<file path="config.mk">
export PLATFORM = sky130hd
export DESIGN_NAME = lmb_control
export DESIGN_NICKNAME = d
export VERILOG_FILES = /design/src/rtl/lmb_pkg.sv /design/src/rtl/lmb_control.sv
export SDC_FILE = /design/constraint.sdc
export NUM_CORES = 1
export LEC_CHECK = 0
export BUFFER_PORTS_ARGS = -buffer_cell sky130_fd_sc_hd__buf_2
export CAP_MARGIN = 20
export CORE_ASPECT_RATIO = 1.5
export CORE_MARGIN = 2
export CORE_UTILIZATION = 40
export DETAILED_ROUTE_END_ITERATION = 8
export GPL_TIMING_DRIVEN = 0
export PLACE_DENSITY = 0.81
export SLEW_MARGIN = 10
export SYNTH_ARGS = -nofsm -noshare
export SYNTH_HDL_FRONTEND = slang
export SYNTH_SLANG_ARGS = --single-unit
</file>
<file path="constraint.sdc">
create_clock -name clk_sys_i -period 2.3 [get_ports clk_sys_i]
set_input_delay 0.115 -clock clk_sys_i [delete_from_list [all_inputs] [get_ports clk_sys_i]]
set_output_delay 0.115 -clock clk_sys_i [all_outputs]
set_load 0.02 [all_outputs]
</file>
<file path="src/rtl/lmb_pkg.sv">
/*
 * Constants shared by the LCD mode, bank and supply control block.
 * Assumes an APB bus with 32-bit data; registers sit at four times their index.
 */
package lmb_pkg;
    // Register indices; byte address is four times the index.
    localparam logic [11:0] IDX_MODE_BANK = 12'hFB6;
    localparam logic [11:0] IDX_PUMP_WAVE = 12'hFB7;

    // Field positions of lcd_mode_bank_irq_control.
    localparam int BIT_ACTIVE_BANK = 7;
    localparam int BIT_IRQ_SEL     = 6;
    localparam int MODE_HI         = 5;
    localparam int MODE_LO         = 2;
    localparam int BANK_HI         = 1;
    localparam int BANK_LO         = 0;

    // Field positions of lcd_pump_supply_wave_control.
    localparam int BIT_PUMP_TOPO   = 6;
    localparam int BIT_SUPPLY_DIR  = 5;
    localparam int BIT_WAVE_ON     = 4;

    // Reset values.
    localparam logic [6:0] RESET_MODE_BANK = 7'h00;
    localparam logic [2:0] RESET_PUMP_WAVE = 3'h0;

    // Bank source modes.
    localparam logic [1:0] BANK_A     = 2'h0;
    localparam logic [1:0] BANK_B     = 2'h1;
    localparam logic [1:0] BANK_ALT   = 2'h2;
    localparam logic [1:0] BANK_BLANK = 2'h3;

    // Steps of the step tick per frame: eighths, or sixths at one-third duty.
    localparam logic [4:0] STEPS_EIGHTH = 5'h08;
    localparam logic [4:0] STEPS_SIXTH  = 5'h06;
    localparam logic [4:0] ONE_STEP     = 5'h01;
    localparam logic [4:0] TWO_STEPS    = 5'h02;

    // Decoded operating mode.
    typedef struct packed {
        logic [3:0] commons;
        logic       third_duty;
        logic       third_bias;
        logic       type_b;
        logic       static_wave;
        logic       reserved;
    } lmb_mode_type;
endpackage

</file>
<file path="src/rtl/lmb_control.sv">
/*
 * LCD mode, display bank and supply control with deferred register writes.
 * Assumes step_tick_i pulses once per eighth (or sixth) of a frame and that
 * blink_tick_i and blink_blank_i come from the blink rate divider outside.
 */
// The APB register port was left to the implementer.
// Summary of operation
// - Register writes wait in shadows and apply when the current waveform ends.
// - Bit 7 of the mode register reads the active bank: 0 A, 1 B.
// - Frame interrupt at 7/8 frame type A, 7/4 frame type B.
// - At one-third duty the frame interrupt falls at 5/6 or 5/3 frame.
// - Blink interrupt with alternate banks fires on the switch from A to B.
// - Blink interrupt with blinking on fires when segments go displayed to blank.
// - Mode 0000 gives one common, full duty, static bias and waveform.
// - Modes 0001 to 0100 give two commons, half duty, four bias/type pairs.
// - Modes 0101 to 1000 give three commons, one-third duty, same pairs.
// - Modes 1001 to 1100 give four commons, quarter duty, same pairs.
// - Bank mode 00 sources bank A, blinking from the blink field.
// - Bank mode 01 sources bank B, blinking from the blink field.
// - Bank mode 10 alternates banks on the blink divider, starting with A.
// - Bank mode 11 blanks every segment, blink field ignored.
// - Bit 6 selects the pump: 0 tripler, 1 doubler.
// - Bit 5 sets supply pin direction: 0 external input, 1 internal output.
// - Generator off grounds all outputs once the current waveform ends.
`timescale 1ns/100ps
module lmb_control #(
    parameter int ADDR_W = 16
) (
    // Clock and reset.
    input  wire logic              clk_sys_i,
    input  wire logic              rst_i,
    // APB slave.
    input  wire logic              psel_i,
    input  wire logic              penable_i,
    input  wire logic              pwrite_i,
    input  wire logic [ADDR_W-1:0] paddr_i,
    input  wire logic [31:0]       pwdata_i,
    input  wire logic [3:0]        pstrb_i,
    output logic      [31:0]       prdata_o,
    output logic                   pready_o,
    output logic                   pslverr_o,
    // Timing from the prescaler and blink divider.
    input  wire logic              step_tick_i,
    input  wire logic              blink_tick_i,
    input  wire logic              blink_blank_i,
    input  wire logic [1:0]        blink_setting_i,
    // Glass drive control.
    output logic      [3:0]        common_lines_o,
    output logic                   third_duty_o,
    output logic                   third_bias_o,
    output logic                   wave_type_b_o,
    output logic                   static_wave_o,
    output logic                   bank_b_select_o,
    output logic                   segments_blank_o,
    output logic                   outputs_grounded_o,
    output logic                   waveform_end_o,
    // Supply control.
    output logic                   pump_topology_select_o,
    output logic                   glass_supply_direction_o,
    output logic                   waveform_generator_on_o,
    // Interrupt request.
    output logic                   irq_o
);

    // Byte addresses need two bits beyond the register index.
    initial begin
        if (ADDR_W < 14 || ADDR_W > 32) begin
            $error("lmb_control: ADDR_W must lie between 14 and 32");
        end
    end

    typedef struct packed {
        logic [6:0]  pend_mode;
        logic [2:0]  pend_pump;
        logic [6:0]  act_mode;
        logic [2:0]  act_pump;
        logic [4:0]  step;
        logic        bank_b;
        logic        grounded;
        logic        prev_blank;
        logic        irq;
        logic        wave_end;
        logic [31:0] rdata;
    } lmb_state_type;

    lmb_state_type     st;
    lmb_state_type     next_st;
    lmb_pkg::lmb_mode_type mode;

    logic [ADDR_W-1:0] addr_mode;
    logic [ADDR_W-1:0] addr_pump;
    logic              hit_mode;
    logic              hit_pump;
    logic              access;
    logic [4:0]        wave_len;
    logic [4:0]        irq_step;
    logic [1:0]        bank_mode;
    logic              irq_sel;

    assign addr_mode = ADDR_W'({lmb_pkg::IDX_MODE_BANK, 2'b00});
    assign addr_pump = ADDR_W'({lmb_pkg::IDX_PUMP_WAVE, 2'b00});
    assign hit_mode  = (paddr_i == addr_mode);
    assign hit_pump  = (paddr_i == addr_pump);
    assign access    = psel_i & penable_i;
    assign bank_mode = st.act_mode[lmb_pkg::BANK_HI:lmb_pkg::BANK_LO];
    assign irq_sel   = st.act_mode[lmb_pkg::BIT_IRQ_SEL];

    // Operating mode decode of the applied mode field.
    always_comb begin
        mode = '0;
        // Every defined code is spelled out, since bias and type do not follow single code bits.
        case (st.act_mode[lmb_pkg::MODE_HI:lmb_pkg::MODE_LO])
            4'h0: begin
                mode.commons     = 4'h1;
                mode.third_duty  = 1'b0;
                mode.third_bias  = 1'b0;
                mode.type_b      = 1'b0;
                mode.static_wave = 1'b1;
            end
            // Two commons at half duty.
            4'h1: begin
                mode.commons     = 4'h3;
                mode.third_duty  = 1'b0;
                mode.third_bias  = 1'b0;
                mode.type_b      = 1'b0;
                mode.static_wave = 1'b0;
            end
            4'h2: begin
                mode.commons     = 4'h3;
                mode.third_duty  = 1'b0;
                mode.third_bias  = 1'b0;
                mode.type_b      = 1'b1;
                mode.static_wave = 1'b0;
            end
            4'h3: begin
                mode.commons     = 4'h3;
                mode.third_duty  = 1'b0;
                mode.third_bias  = 1'b1;
                mode.type_b      = 1'b0;
                mode.static_wave = 1'b0;
            end
            4'h4: begin
                mode.commons     = 4'h3;
                mode.third_duty  = 1'b0;
                mode.third_bias  = 1'b1;
                mode.type_b      = 1'b1;
                mode.static_wave = 1'b0;
            end
            // Three commons at one-third duty.
            4'h5: begin
                mode.commons     = 4'h7;
                mode.third_duty  = 1'b1;
                mode.third_bias  = 1'b0;
                mode.type_b      = 1'b0;
                mode.static_wave = 1'b0;
            end
            4'h6: begin
                mode.commons     = 4'h7;
                mode.third_duty  = 1'b1;
                mode.third_bias  = 1'b0;
                mode.type_b      = 1'b1;
                mode.static_wave = 1'b0;
            end
            4'h7: begin
                mode.commons     = 4'h7;
                mode.third_duty  = 1'b1;
                mode.third_bias  = 1'b1;
                mode.type_b      = 1'b0;
                mode.static_wave = 1'b0;
            end
            4'h8: begin
                mode.commons     = 4'h7;
                mode.third_duty  = 1'b1;
                mode.third_bias  = 1'b1;
                mode.type_b      = 1'b1;
                mode.static_wave = 1'b0;
            end
            // Four commons at quarter duty.
            4'h9: begin
                mode.commons     = 4'hF;
                mode.third_duty  = 1'b0;
                mode.third_bias  = 1'b0;
                mode.type_b      = 1'b0;
                mode.static_wave = 1'b0;
            end
            4'hA: begin
                mode.commons     = 4'hF;
                mode.third_duty  = 1'b0;
                mode.third_bias  = 1'b0;
                mode.type_b      = 1'b1;
                mode.static_wave = 1'b0;
            end
            4'hB: begin
                mode.commons     = 4'hF;
                mode.third_duty  = 1'b0;
                mode.third_bias  = 1'b1;
                mode.type_b      = 1'b0;
                mode.static_wave = 1'b0;
            end
            4'hC: begin
                mode.commons     = 4'hF;
                mode.third_duty  = 1'b0;
                mode.third_bias  = 1'b1;
                mode.type_b      = 1'b1;
                mode.static_wave = 1'b0;
            end
            default: begin
                // Reserved codes keep the glass undriven but the timing running.
                mode.reserved = 1'b1;
            end
        endcase
    end

    // A type B waveform spans two frames; its interrupt point is two steps early.
    always_comb begin
        wave_len = mode.third_duty ? lmb_pkg::STEPS_SIXTH : lmb_pkg::STEPS_EIGHTH;
        if (mode.type_b) begin
            wave_len = 5'(wave_len << 1);
        end
        irq_step = mode.type_b ? 5'(wave_len - lmb_pkg::TWO_STEPS)
                               : 5'(wave_len - lmb_pkg::ONE_STEP);
    end

    always_comb begin
        logic wave_done;
        logic irq_hit;
        logic blink_on;
        wave_done = 1'b0;
        irq_hit   = 1'b0;
        blink_on  = (blink_setting_i != 2'h0);
        next_st   = st;

        next_st.wave_end   = 1'b0;
        next_st.prev_blank = blink_blank_i;

        // Waveform step counter; the end of a waveform is the apply point.
        if (step_tick_i) begin
            if (st.step >= 5'(wave_len - lmb_pkg::ONE_STEP)) begin
                next_st.step = '0;
                wave_done    = 1'b1;
            end else begin
                next_st.step = 5'(st.step + lmb_pkg::ONE_STEP);
            end
            if (!irq_sel && (next_st.step == irq_step) && !mode.reserved) begin
                irq_hit = 1'b1;
            end
        end

        // Bank sourcing; alternation is paced by the blink divider.
        case (bank_mode)
            lmb_pkg::BANK_A:     next_st.bank_b = 1'b0;
            lmb_pkg::BANK_B:     next_st.bank_b = 1'b1;
            lmb_pkg::BANK_ALT: begin
                if (blink_tick_i) begin
                    next_st.bank_b = ~st.bank_b;
                    if (irq_sel && !st.bank_b) begin
                        irq_hit = 1'b1;
                    end
                end
            end
            default:             next_st.bank_b = st.bank_b;
        endcase

        // Displayed-to-blank edge of the blink phase, only where blinking applies.
        if (irq_sel && blink_on && blink_blank_i && !st.prev_blank &&
            (bank_mode == lmb_pkg::BANK_A || bank_mode == lmb_pkg::BANK_B)) begin
            irq_hit = 1'b1;
        end

        // Shadows become live only at the waveform boundary.
        if (wave_done) begin
            next_st.wave_end = 1'b1;
            next_st.act_mode = st.pend_mode;
            next_st.act_pump = st.pend_pump;
            next_st.grounded = ~st.pend_pump[lmb_pkg::BIT_WAVE_ON - 4];
            // Entering alternation always starts from bank A.
            if (st.pend_mode[lmb_pkg::BANK_HI:lmb_pkg::BANK_LO] == lmb_pkg::BANK_ALT &&
                bank_mode != lmb_pkg::BANK_ALT) begin
                next_st.bank_b = 1'b0;
            end
        end

        next_st.irq = irq_hit;

        // APB write lands in the shadows; reserved bits are not stored.
        if (access && pwrite_i) begin
            if (hit_mode && pstrb_i[0]) begin
                next_st.pend_mode = pwdata_i[6:0];
            end
            if (hit_pump && pstrb_i[0]) begin
                next_st.pend_pump = pwdata_i[lmb_pkg::BIT_PUMP_TOPO:lmb_pkg::BIT_WAVE_ON];
            end
        end

        // Read data: bit 7 shows the live bank, reserved bits read zero.
        next_st.rdata = '0;
        if (psel_i && !penable_i && !pwrite_i) begin
            if (hit_mode) begin
                next_st.rdata[7:0] = {st.bank_b, st.pend_mode};
            end else if (hit_pump) begin
                next_st.rdata[7:0] = {1'b0, st.pend_pump, 4'h0};
            end
        end else if (access) begin
            next_st.rdata = st.rdata;
        end

        if (rst_i) begin
            next_st           = '0;
            next_st.pend_mode = lmb_pkg::RESET_MODE_BANK;
            next_st.act_mode  = lmb_pkg::RESET_MODE_BANK;
            next_st.pend_pump = lmb_pkg::RESET_PUMP_WAVE;
            next_st.act_pump  = lmb_pkg::RESET_PUMP_WAVE;
            next_st.grounded  = 1'b1;
        end
    end

    always_ff @(posedge clk_sys_i) begin
        st <= next_st;
    end

    // The slave always answers in the access cycle; no wait states.
    assign pready_o  = 1'b1;
    assign pslverr_o = access & ~(hit_mode | hit_pump);
    assign prdata_o  = st.rdata;

    assign common_lines_o   = st.grounded ? 4'h0 : mode.commons;
    assign third_duty_o     = mode.third_duty;
    assign third_bias_o     = mode.third_bias;
    assign wave_type_b_o    = mode.type_b;
    assign static_wave_o    = mode.static_wave;
    assign bank_b_select_o  = st.bank_b;
    assign segments_blank_o = (bank_mode == lmb_pkg::BANK_BLANK) | mode.reserved;
    assign outputs_grounded_o = st.grounded;
    assign waveform_end_o   = st.wave_end;

    assign pump_topology_select_o   = st.act_pump[lmb_pkg::BIT_PUMP_TOPO - 4];
    assign glass_supply_direction_o = st.act_pump[lmb_pkg::BIT_SUPPLY_DIR - 4];
    assign waveform_generator_on_o  = st.act_pump[lmb_pkg::BIT_WAVE_ON - 4];
    assign irq_o = st.irq;

endmodule

</file>
==> results of run 1 <==
==> worst max path at each step <==
stage | from | end | slack, ns | cells after the start
2_1_floorplan | st[48] | st[41] | 0.02 | 9
3_3_place_gp | st[48] | st[41] | -0.20 | 9
3_5_place_dp | st[48] | st[39] | -0.22 | 9
4_1_cts | st[47] | st[48] | 0.003 | 9
5_1_grt | st[47] | st[48] | -0.03 | 9
6_report | st[47] | st[40] | 0.04 | 9
==> kinds of logic after synthesis <==
| group | after synthesis |
|---|---|
| AO/OA/AOI/OAI | 79 |
| XOR/XNOR | 5 |
| adder cells (fa/ha/maj) | 5 |
| buffers and inverters | 57 |
| flip-flops | 38 |
| multiplexers | 5 |
| other | 2 |
| AND/OR/NAND/NOR | 86 |
==> cell type report <==
class	instances	area, um2	share of cell area
buffer	50	397	0.129
clock buffer	6	82.6	0.0268
clock inverter	2	12.5	0.00406
inverter	6	22.5	0.00730
multi-input combinational	207	1370	0.443
sequential	38	763	0.247
tap	72	90.1	0.0292
timing repair buffer	65	352	0.114
==> state kept, by name, indices dropped and copies added (netlist names) <==
signal                    cells
outputs_grounded_o            1
bank_b_select_o               1
pump_topology_select_o        1
irq_o                         1
irq_sel                       1
glass_supply_direction_o      1
prdata_o                      8
waveform_end_o                1
waveform_generator_on_o       1
st                           20
bank_mode                     2
==> Yosys cell counts (5+ instances only) <==
library cell  instances
dfxtp_1              38
a21o_1                5
nand4_1              12
buf_4                33
o21ai_0              17
clkbuf_1             10
nand2_1              11
o31ai_1               9
ha_1                  5
nand3_1              19
inv_1                 5
nor2_1                8
a21oi_1              30
==> through the flow <==
stage | instances | utilization | area [um2] | power [mW]
3_5_place_dp | 429 | 0.494 | 2860 | 0.860
4_1_cts | 441 | 0.521 | 3020 | 1.33
6_report | 446 | 0.533 | 3080 | 1.34
2_1_floorplan | 301 | - | 2490 | 0.812
5_1_grt | 446 | 0.533 | 3080 | 1.39
3_3_place_gp | 429 | 0.494 | 2860 | 0.858
==> timing repair <==
item                                    4_1_cts  5_1_grt
pin swaps                                     4        9
gates cloned                                  2        0
buffers inserted                              3        5
resized for setup                             9       12
endpoints found under the setup margin       19       17
==> routing by layer <==
layer | part of all wire | global-route usage | routed length (um) | up-vias
met5 | 0 | 0 | 0 | -
met4 | 0.026 | 0.0816 | 151 | 0
met3 | 0.062 | 0.0369 | 356 | 9
met2 | 0.54 | 0.337 | 3110 | 87
met1 | 0.37 | 0.175 | 2110 | 1048
li1 | - | - | - | 1153
==> critical path: stages, from the launching register on <==
cell	delay, ns
dfxtp_2	0.32
buf_6	0.12
or4b_4	0.50
o31ai_4	0.08
ha_1	0.27
o211a_4	0.26
a21oi_4	0.23
buf_6	0.15
nand4b_1	0.10
a21oi_1	0.15
==> report_power, final <==
group / switching (mW) / internal, mW / total, mW
Sequential: 0.00420 / 0.661 / 0.665
Clock: 0.249 / 0.241 / 0.490
Combinational: 0.105 / 0.0803 / 0.185
Total: 0.358 / 0.982 / 1.34
==> metrics.cfg, run 1 <==
[status]
status = complete, no violations

[final_layout]
fill_cells = 547
fin_nets = 440
final_cell_mix = 56 x buf_2, 42 x buf_4, 36 x dfxtp_1
antenna_cells = 0
drive_gt1_frac = 0.374
area.growth.synth_to_final_pct = 29.9
final_common_cell = buf_2

[clock_tree]
cts_buffers = 5
cts_tree = yes
cts_hold_buf = 0
clock_tree.buffer_depth = 2
insertion_delay_ns = 0.30
clkSinkCount = 38
cts.reportedPaths.clkPinSlew_ns = 0.08
htreeDepth = 2
root_buffer = clkbuf_8

[sta]
setup_tns_ns = 0
relSlewSlack = 0.414
fin_skew_ns = 0.00814
slew_viol_final = 0
hold_ws_ns = 0.0596
worst_slack_ns = 0.0365
worst_pin_slew_ns = 0.872
setup_violations = 0
timing.fmax_mhz = 442
period_share = 0.984
hold_viol = 0
fin_crit_ns = 2.26
rsz0062_at_grt = yes

[synth]
synth_top_family_by_area = simple AND/OR/NAND/NOR gates
netlist_instances = 277
ys_types = 52
yosys.area_share.adder = 0.0264
netlist.area_leader.share = 0.321
syn_avg_cell_area_um2 = 8.57
synth_area_um2 = 2370
synth_mux_area_frac = 0.0227
yosys_warnings = 0
synthTopCellsByArea = dfxtp_1 32%, buf_4 10%, a21oi_1 6.3%, nand3_1 4.0%, o21ai_0 3.6%
synthFlopType = dfxtp_1
synth_seq_cells = 38
synth-xor-area-share = 0.0185
ys_seq_area_frac = 0.321
synth_compound_area_frac = 0.213
async_flop_share = 0
synth_edf_count = 0
synth_top_area_cell = dfxtp_1
synthSimpleGateAreaFrac = 0.229

[pwr]
power.leakage_nw = 1.42
power_density_nw_per_um2 = 434
peakVddDrop_v = 0.000449

[hold_path]
holdCritPathClass = input pin to register
hold_end = st[34]
hold_depth = 2
hold_start = blink_blank_i

[drt]
wl_per_cell_um = 12.8
vias = 2297
dr.first_iter.drc_count = 79
route.final.wire_length_um = 5730
firstDrtPassIters = 4
vias_per_cell = 5.15
route.detailed.drc = 0
detail-route-antenna-nets = 0

[critical_path]
cp.arrival_ns = 2.49
end_kind = register
startpoint_type = register
worst-path-max-fanout = 7
rr_endpoint = st[40]
r2r_start = st[47]
cp.required_ns = 2.53
ff2ff_path_depth = 9
reg2reg_slack_ns = 0.04
critPathKind = register to register

[floorplan]
die-area_um2 = 6580
coreArea_um2 = 5790
num_rows = 34
die_width_um = 66.9
pin_count = 112
start_util = 0.410
die_h_um = 98.3

[global_route]
track_usage = 0.177
grt_pass1_wl_um = 9180
grt_max_degree = 13
antenna_found_initial = 0
grt_overflow = 0
grt_pass1_vias = 2136

[run]
max-cap-violations = 0

[placement]
hpwl_um = 4280
gp_congestion = 0.871
portBuffers = 56
place_ws_ns = -0.219

Power figures use the tool's default switching activity.
==> run 2: changes to the inputs <==
ABC_AREA = 1   (was not set)
PLACE_DENSITY = 0.82   (was 0.81)
==> run 2 against run 1 <==
Flip-flop and latch count is the same. Wire length is 12% lower. Final cell count increased by 4.5%. Hold slack lost 0.020 ns. Worst setup slack gained 0.21 ns. Critical path depth grew 8. First-iteration DRC count shrank 15%. Clock-buffer cell count did not move. Via count down 5.5%. Register-to-register slack gained 0.21 ns. Clock skew shrank 0.00084 ns.
==> metrics.cfg, run 2 <==
[status]
status = complete, no violations

[sta]
fin_skew_ns = 0.00730
setup_violations = 0
period_share = 0.893
hold_viol = 0
rsz0062_at_grt = no
setup_tns_ns = 0
worst_slack_ns = 0.246
slew_viol_final = 0
timing.fmax_mhz = 487
fin_crit_ns = 2.05

[placement]
hpwl_um = 4210
place_inst = 458
place_ws_ns = 0.271
gp_congestion = 0.873
place_area_um2 = 2700
portBuffers = 57

[critical_path]
ff2ff_path_depth = 17
rr_endpoint = irq_o
startpoint_type = register
cp.required_ns = 2.53
reg2reg_slack_ns = 0.25
r2r_start = st[47]
end_kind = register
cp.arrival_ns = 2.28
critPathKind = register to register
worst-path-max-fanout = 6

[drt]
firstDrtPassIters = 6
vias_per_cell = 4.66
route.final.wire_length_um = 5070
vias = 2170
route.detailed.drc = 0
detail-route-antenna-nets = 0
wl_per_cell_um = 10.9
dr.first_iter.drc_count = 67

[global_route]
grt_max_degree = 14
grt_pass1_wl_um = 8250
grt_pass1_vias = 2050
grt_overflow = 0
antenna_found_initial = 0
track_usage = 0.170

[floorplan]
die_width_um = 65.1
num_rows = 33
die_h_um = 95.6
pin_count = 112
die-area_um2 = 6230
coreArea_um2 = 5450
start_util = 0.411

[hold_path]
hold_end = st[55]
hold_depth = 3
hold_start = pwdata_i[0]
holdCritPathClass = input pin to register

[pwr]
peakVddDrop_v = 0.000348
total_power_mw = 1.52
power.leakage_nw = 1.49
power_density_nw_per_um2 = 543

[synth]
netlist_instances = 307
synthTopCellsByArea = dfxtp_1 34%, buf_4 11%, nor2_1 7.2%, nand2_1 7.0%, a21oi_1 6.0%
ys_types = 35
synth_area_um2 = 2240
yosys_warnings = 0
synth_common_cells = 43 x nor2_1, 42 x nand2_1, 38 x dfxtp_1
ys_seq_area_frac = 0.340
synth_top_area_cell = dfxtp_1
synth_edf_count = 0
synth.most_common_cell = nor2_1
synthFlopType = dfxtp_1
netlist.area_leader.share = 0.340
syn_avg_cell_area_um2 = 7.30
synth_seq_cells = 38
async_flop_share = 0

[clock_tree]
insertion_delay_ns = 0.30
post_cts_buffers = 0
root_buffer = clkbuf_8
cts_hold_buf = 0
cts_tree = yes
cts_buffers = 5
htreeDepth = 2
ctsResizeCount = 0
cts.reportedPaths.clkPinSlew_ns = 0.08
clkSinkCount = 38
clock_tree.buffer_depth = 2

[final_layout]
fill_cells = 570
final_common_cell = buf_2
area.growth.synth_to_final_pct = 25.1
top_register = st
fin_nets = 462
stdcell_area_um2 = 2800
largest_reg_flops = 20
antenna_cells = 0
drive_gt1_frac = 0.331
layout.cells.non_filler = 466
final_cell_mix = 57 x buf_2, 43 x nor2_1, 42 x nand2_1

[run]
max-cap-violations = 0

run 2: cell count changes in the layout (fill, tap and decap cells not counted), moves of 7 or more:
cell | previous run | this run
buf_4 | 42 | 33
inv_1 | 5 | 22
inv_2 | 0 | 9
nand2_1 | 11 | 42
nand4_1 | 12 | 2
nor2_1 | 8 | 43
o21ai_0 | 16 | 7
o21ai_1 | 1 | 22
o31ai_1 | 8 | 1
run 2: worst max path at each step:
| stage | from | to | depth (start not counted) |
|---|---|---|---|
| floorplan | st[47] | outputs_grounded_o | 12 |
| detailed placement | st[47] | irq_o | 17 |
| global placement | st[47] | irq_o | 17 |
| CTS | st[47] | irq_o | 17 |
| global route | st[47] | irq_o | 17 |
| finish | st[47] | irq_o | 17 |
run 2: through the flow:
step | util | hold WS, ns
global placement | 0.496 | 0.341
floorplan | - | 0.184
global route | 0.514 | 0.0456
finish | 0.514 | 0.0394
CTS | 0.514 | 0.0361
detailed placement | 0.496 | 0.348
run 2: report_power, final:
part / leakage (nW) / internal (mW) / switching [mW] / total (mW)
Combinational: 1.13 / 0.122 / 0.199 / 0.321
Sequential: 0.308 / 0.679 / 0.0215 / 0.701
Clock: 0.0478 / 0.247 / 0.252 / 0.498
run 2: cells by family (layout without fill, tap and decap cells):
kind of cell,Yosys count,in the layout,share of synthesized area
adders and majority gates,5,5,0.0279
buffers and inverters,69,134,0.174
and+or+nand+nor,126,126,0.285
AOI/OAI and AO/OA,65,65,0.161
other,2,26,0.00335
DFF,38,38,0.340
xor gates and xnor gates,2,2,0.00782
run 2: cell type report:
| class | count | area (um2) | area share |
|---|---|---|---|
| Buffer | 38 | 274 | 0.0978 |
| Clock buffer | 6 | 82.6 | 0.0295 |
| Clock inverter | 2 | 16.3 | 0.00581 |
| Inverter | 31 | 116 | 0.0415 |
| Multi-Input combinational cell | 224 | 1180 | 0.421 |
| Sequential cell | 38 | 761 | 0.272 |
| Tap cell | 70 | 87.6 | 0.0313 |
| Timing Repair Buffer | 57 | 285 | 0.102 |
run 2: critical path: stages (launching register included):
cell	delay, ns
dfxtp_1	0.40
nor2_2	0.07
inv_2	0.09
nor2_2	0.04
nor2_1	0.15
inv_2	0.05
ha_1	0.28
nor2_1	0.12
nor2_2	0.06
nand2_2	0.10
nand2_4	0.08
nor2_1	0.15
nand2_1	0.07
nand2_1	0.06
nand2_1	0.05
nor2_1	0.08
nor2_1	0.05
nor2_1	0.09
run 2: routing by layer:
layer | wire length (um) | up-vias | track usage
li1 | - | 1123 | -
met1 | 1830 | 961 | 0.161
met2 | 2790 | 73 | 0.335
met3 | 324 | 13 | 0.0401
met4 | 131 | 0 | 0.0781
met5 | 0 | - | 0
==> run 3: changes to the inputs <==
CELL_PAD_IN_SITES_DETAIL_PLACEMENT = 1   (was not set)
CELL_PAD_IN_SITES_GLOBAL_PLACEMENT = 2   (was not set)
CORE_UTILIZATION = 21   (was 40)
CTS_BUF_LIST = sky130_fd_sc_hd__clkbuf_16   (was not set)
PLACE_DENSITY = 0.83   (was 0.82)
==> run 3 against run 2 <==
Global-route usage is 5.3 points lower. Hold slack better by 0.020 ns. Maximum frequency is 0.25% lower. First-iteration DRC count is 10% lower. Worst setup slack worse by 0.0051 ns. Critical path type unchanged. Highest routed layer unchanged. Register-to-register slack hardly changed. Largest cell class unchanged. Critical path depth is 3 lower.
==> metrics.cfg, run 3 (synthesized netlist as in run 2, its figures left out) <==
[pwr]
peakVddDrop_v = 0.000233
seqPwrFrac = 0.425
clock_power_share = 0.379
switchingPower_mw = 0.471
power_density_nw_per_um2 = 567
comb_power_share = 0.197
total_power_mw = 1.66
swShare = 0.284
power.leakage_nw = 1.51
p_int_mw = 1.19

[final_layout]
utilization = 0.279
antenna_cells = 0
fill_cells = 1360
drive_gt1_frac = 0.327
final_common_cell = buf_2
largest_reg_flops = 20
layout.cells.non_filler = 538
final_cell_mix = 57 x buf_2, 42 x nand2_1, 42 x nor2_1
fin_nets = 462
top_register = st
area.growth.synth_to_final_pct = 30.7

[global_route]
grt_pass1_wl_um = 10700
use_met1 = 0.106
antenna_found_initial = 0
met2_usage = 0.245
grt_pass1_vias = 2339
grt.busiest_layer = met2
grtUsageMet3 = 0.0232
grt_max_degree = 11
grt_overflow = 0
track_usage = 0.117

[critical_path]
ff2ff_path_depth = 14
critPathKind = register to register
cp.arrival_ns = 2.23
end_kind = register
reg2reg_slack_ns = 0.24
worst-path-max-fanout = 10
cp.required_ns = 2.47
startpoint_type = register

[floorplan]
pin_count = 112
die-area_um2 = 11500
die_width_um = 88.3
coreArea_um2 = 10500
die_h_um = 130
num_rows = 46
start_util = 0.214

[clock_tree]
cts_buffers = 5
clock_tree.buffer_depth = 2
cts_hold_buf = 0
root_buffer = clkbuf_16
clkSinkCount = 38
insertion_delay_ns = 0.28
post_cts_buffers = 0
cts.reportedPaths.clkPinSlew_ns = 0.05
cts_tree = yes
htreeDepth = 2
ctsResizeCount = 0

[placement]
hpwl_um = 5480
place_inst = 532
portBuffers = 57
gp_congestion = 0.744

[sta]
setup_violations = 0
rsz0062_at_grt = no
period_share = 0.895
setup_tns_ns = 0
slew_viol_final = 0
relSlewSlack = 0.666
fin_skew_ns = 0.00207
worst_pin_slew_ns = 0.501
timing.fmax_mhz = 486
fin_crit_ns = 2.06
hold_ws_ns = 0.0595
hold_viol = 0

[drt]
route.detailed.drc = 0
vias_per_cell = 4.04
vias = 2174
route.final.wire_length_um = 6320
firstDrtPassIters = 3
detail-route-antenna-nets = 0
dr.first_iter.drc_count = 60
wl_per_cell_um = 11.7

[status]
status = complete, no violations

[hold_path]
hold_depth = 3
holdCritPathClass = input pin to register

[run]
max-cap-violations = 0

[run 3: changes by cell type in the layout (fill, tap and decap cells not counted)]
cell / change
inv_6: -1
nor2_2: +1
clkinv_1: +1
nor2_1: -1
clkbuf_16: +5
clkbuf_8: -6
clkinvlp_4: -1
[run 3: power groups by stage]
stage / Sequential [mW] / Combinational, mW / Clock (mW)
floorplan: 0.720 / 0.228 / 0
global placement: 0.717 / 0.322 / 0
detailed placement: 0.719 / 0.330 / 0
CTS: 0.705 / 0.331 / 0.641
global route: 0.708 / 0.368 / 0.670
finish: 0.704 / 0.326 / 0.628
[run 3: metrics by stage]
| stage | area, um2 | worst slack (ns) |
|---|---|---|
| 3_3_place_gp | 2800 | 0.284 |
| 4_1_cts | 2920 | 0.193 |
| 2_1_floorplan | 2330 | 0.452 |
| 3_5_place_dp | 2800 | 0.210 |
| 6_report | 2930 | 0.240 |
| 5_1_grt | 2930 | 0.0161 |
[run 3: path summary, 6_finish.rpt]
kind | from | end
max | st[50] | st[50]
min | blink_blank_i | st[34]
max reg2reg | st[50] | st[50]
min reg2reg | prdata_o[2] | prdata_o[2]
[run 3: final cells by class]
type | count | area (um2) | area share
multi-input cells | 224 | 1180 | 0.404
flip-flops and latches | 38 | 761 | 0.260
repair buffers | 57 | 285 | 0.0975
plain buffers | 38 | 274 | 0.0936
well taps | 144 | 180 | 0.0616
clock buffers | 5 | 125 | 0.0428
inverters | 31 | 116 | 0.0398
clock inverters | 1 | 3.75 | 0.00128
[run 3: metal layers]
| layer | vias to the layer above | share of wire |
|---|---|---|
| met1 | 996 | 0.34 |
| li1 | 1118 | - |
| met5 | - | 0 |
| met4 | 0 | 0.014 |
| met2 | 54 | 0.59 |
| met3 | 6 | 0.048 |
[run 3: critical path, cell delays in order (launching register included)]
cell and delay, ns:
dfxtp_1 0.37, inv_2 0.06, nand2_1 0.09, nand2_1 0.09, nand2_2 0.11, inv_1 0.07, ha_1 0.28, nand2_1 0.06
nor2_2 0.14, nand2_2 0.10, nand2_4 0.10, nand2_4 0.10, buf_6 0.19, o21ai_1 0.14, a21oi_1 0.05
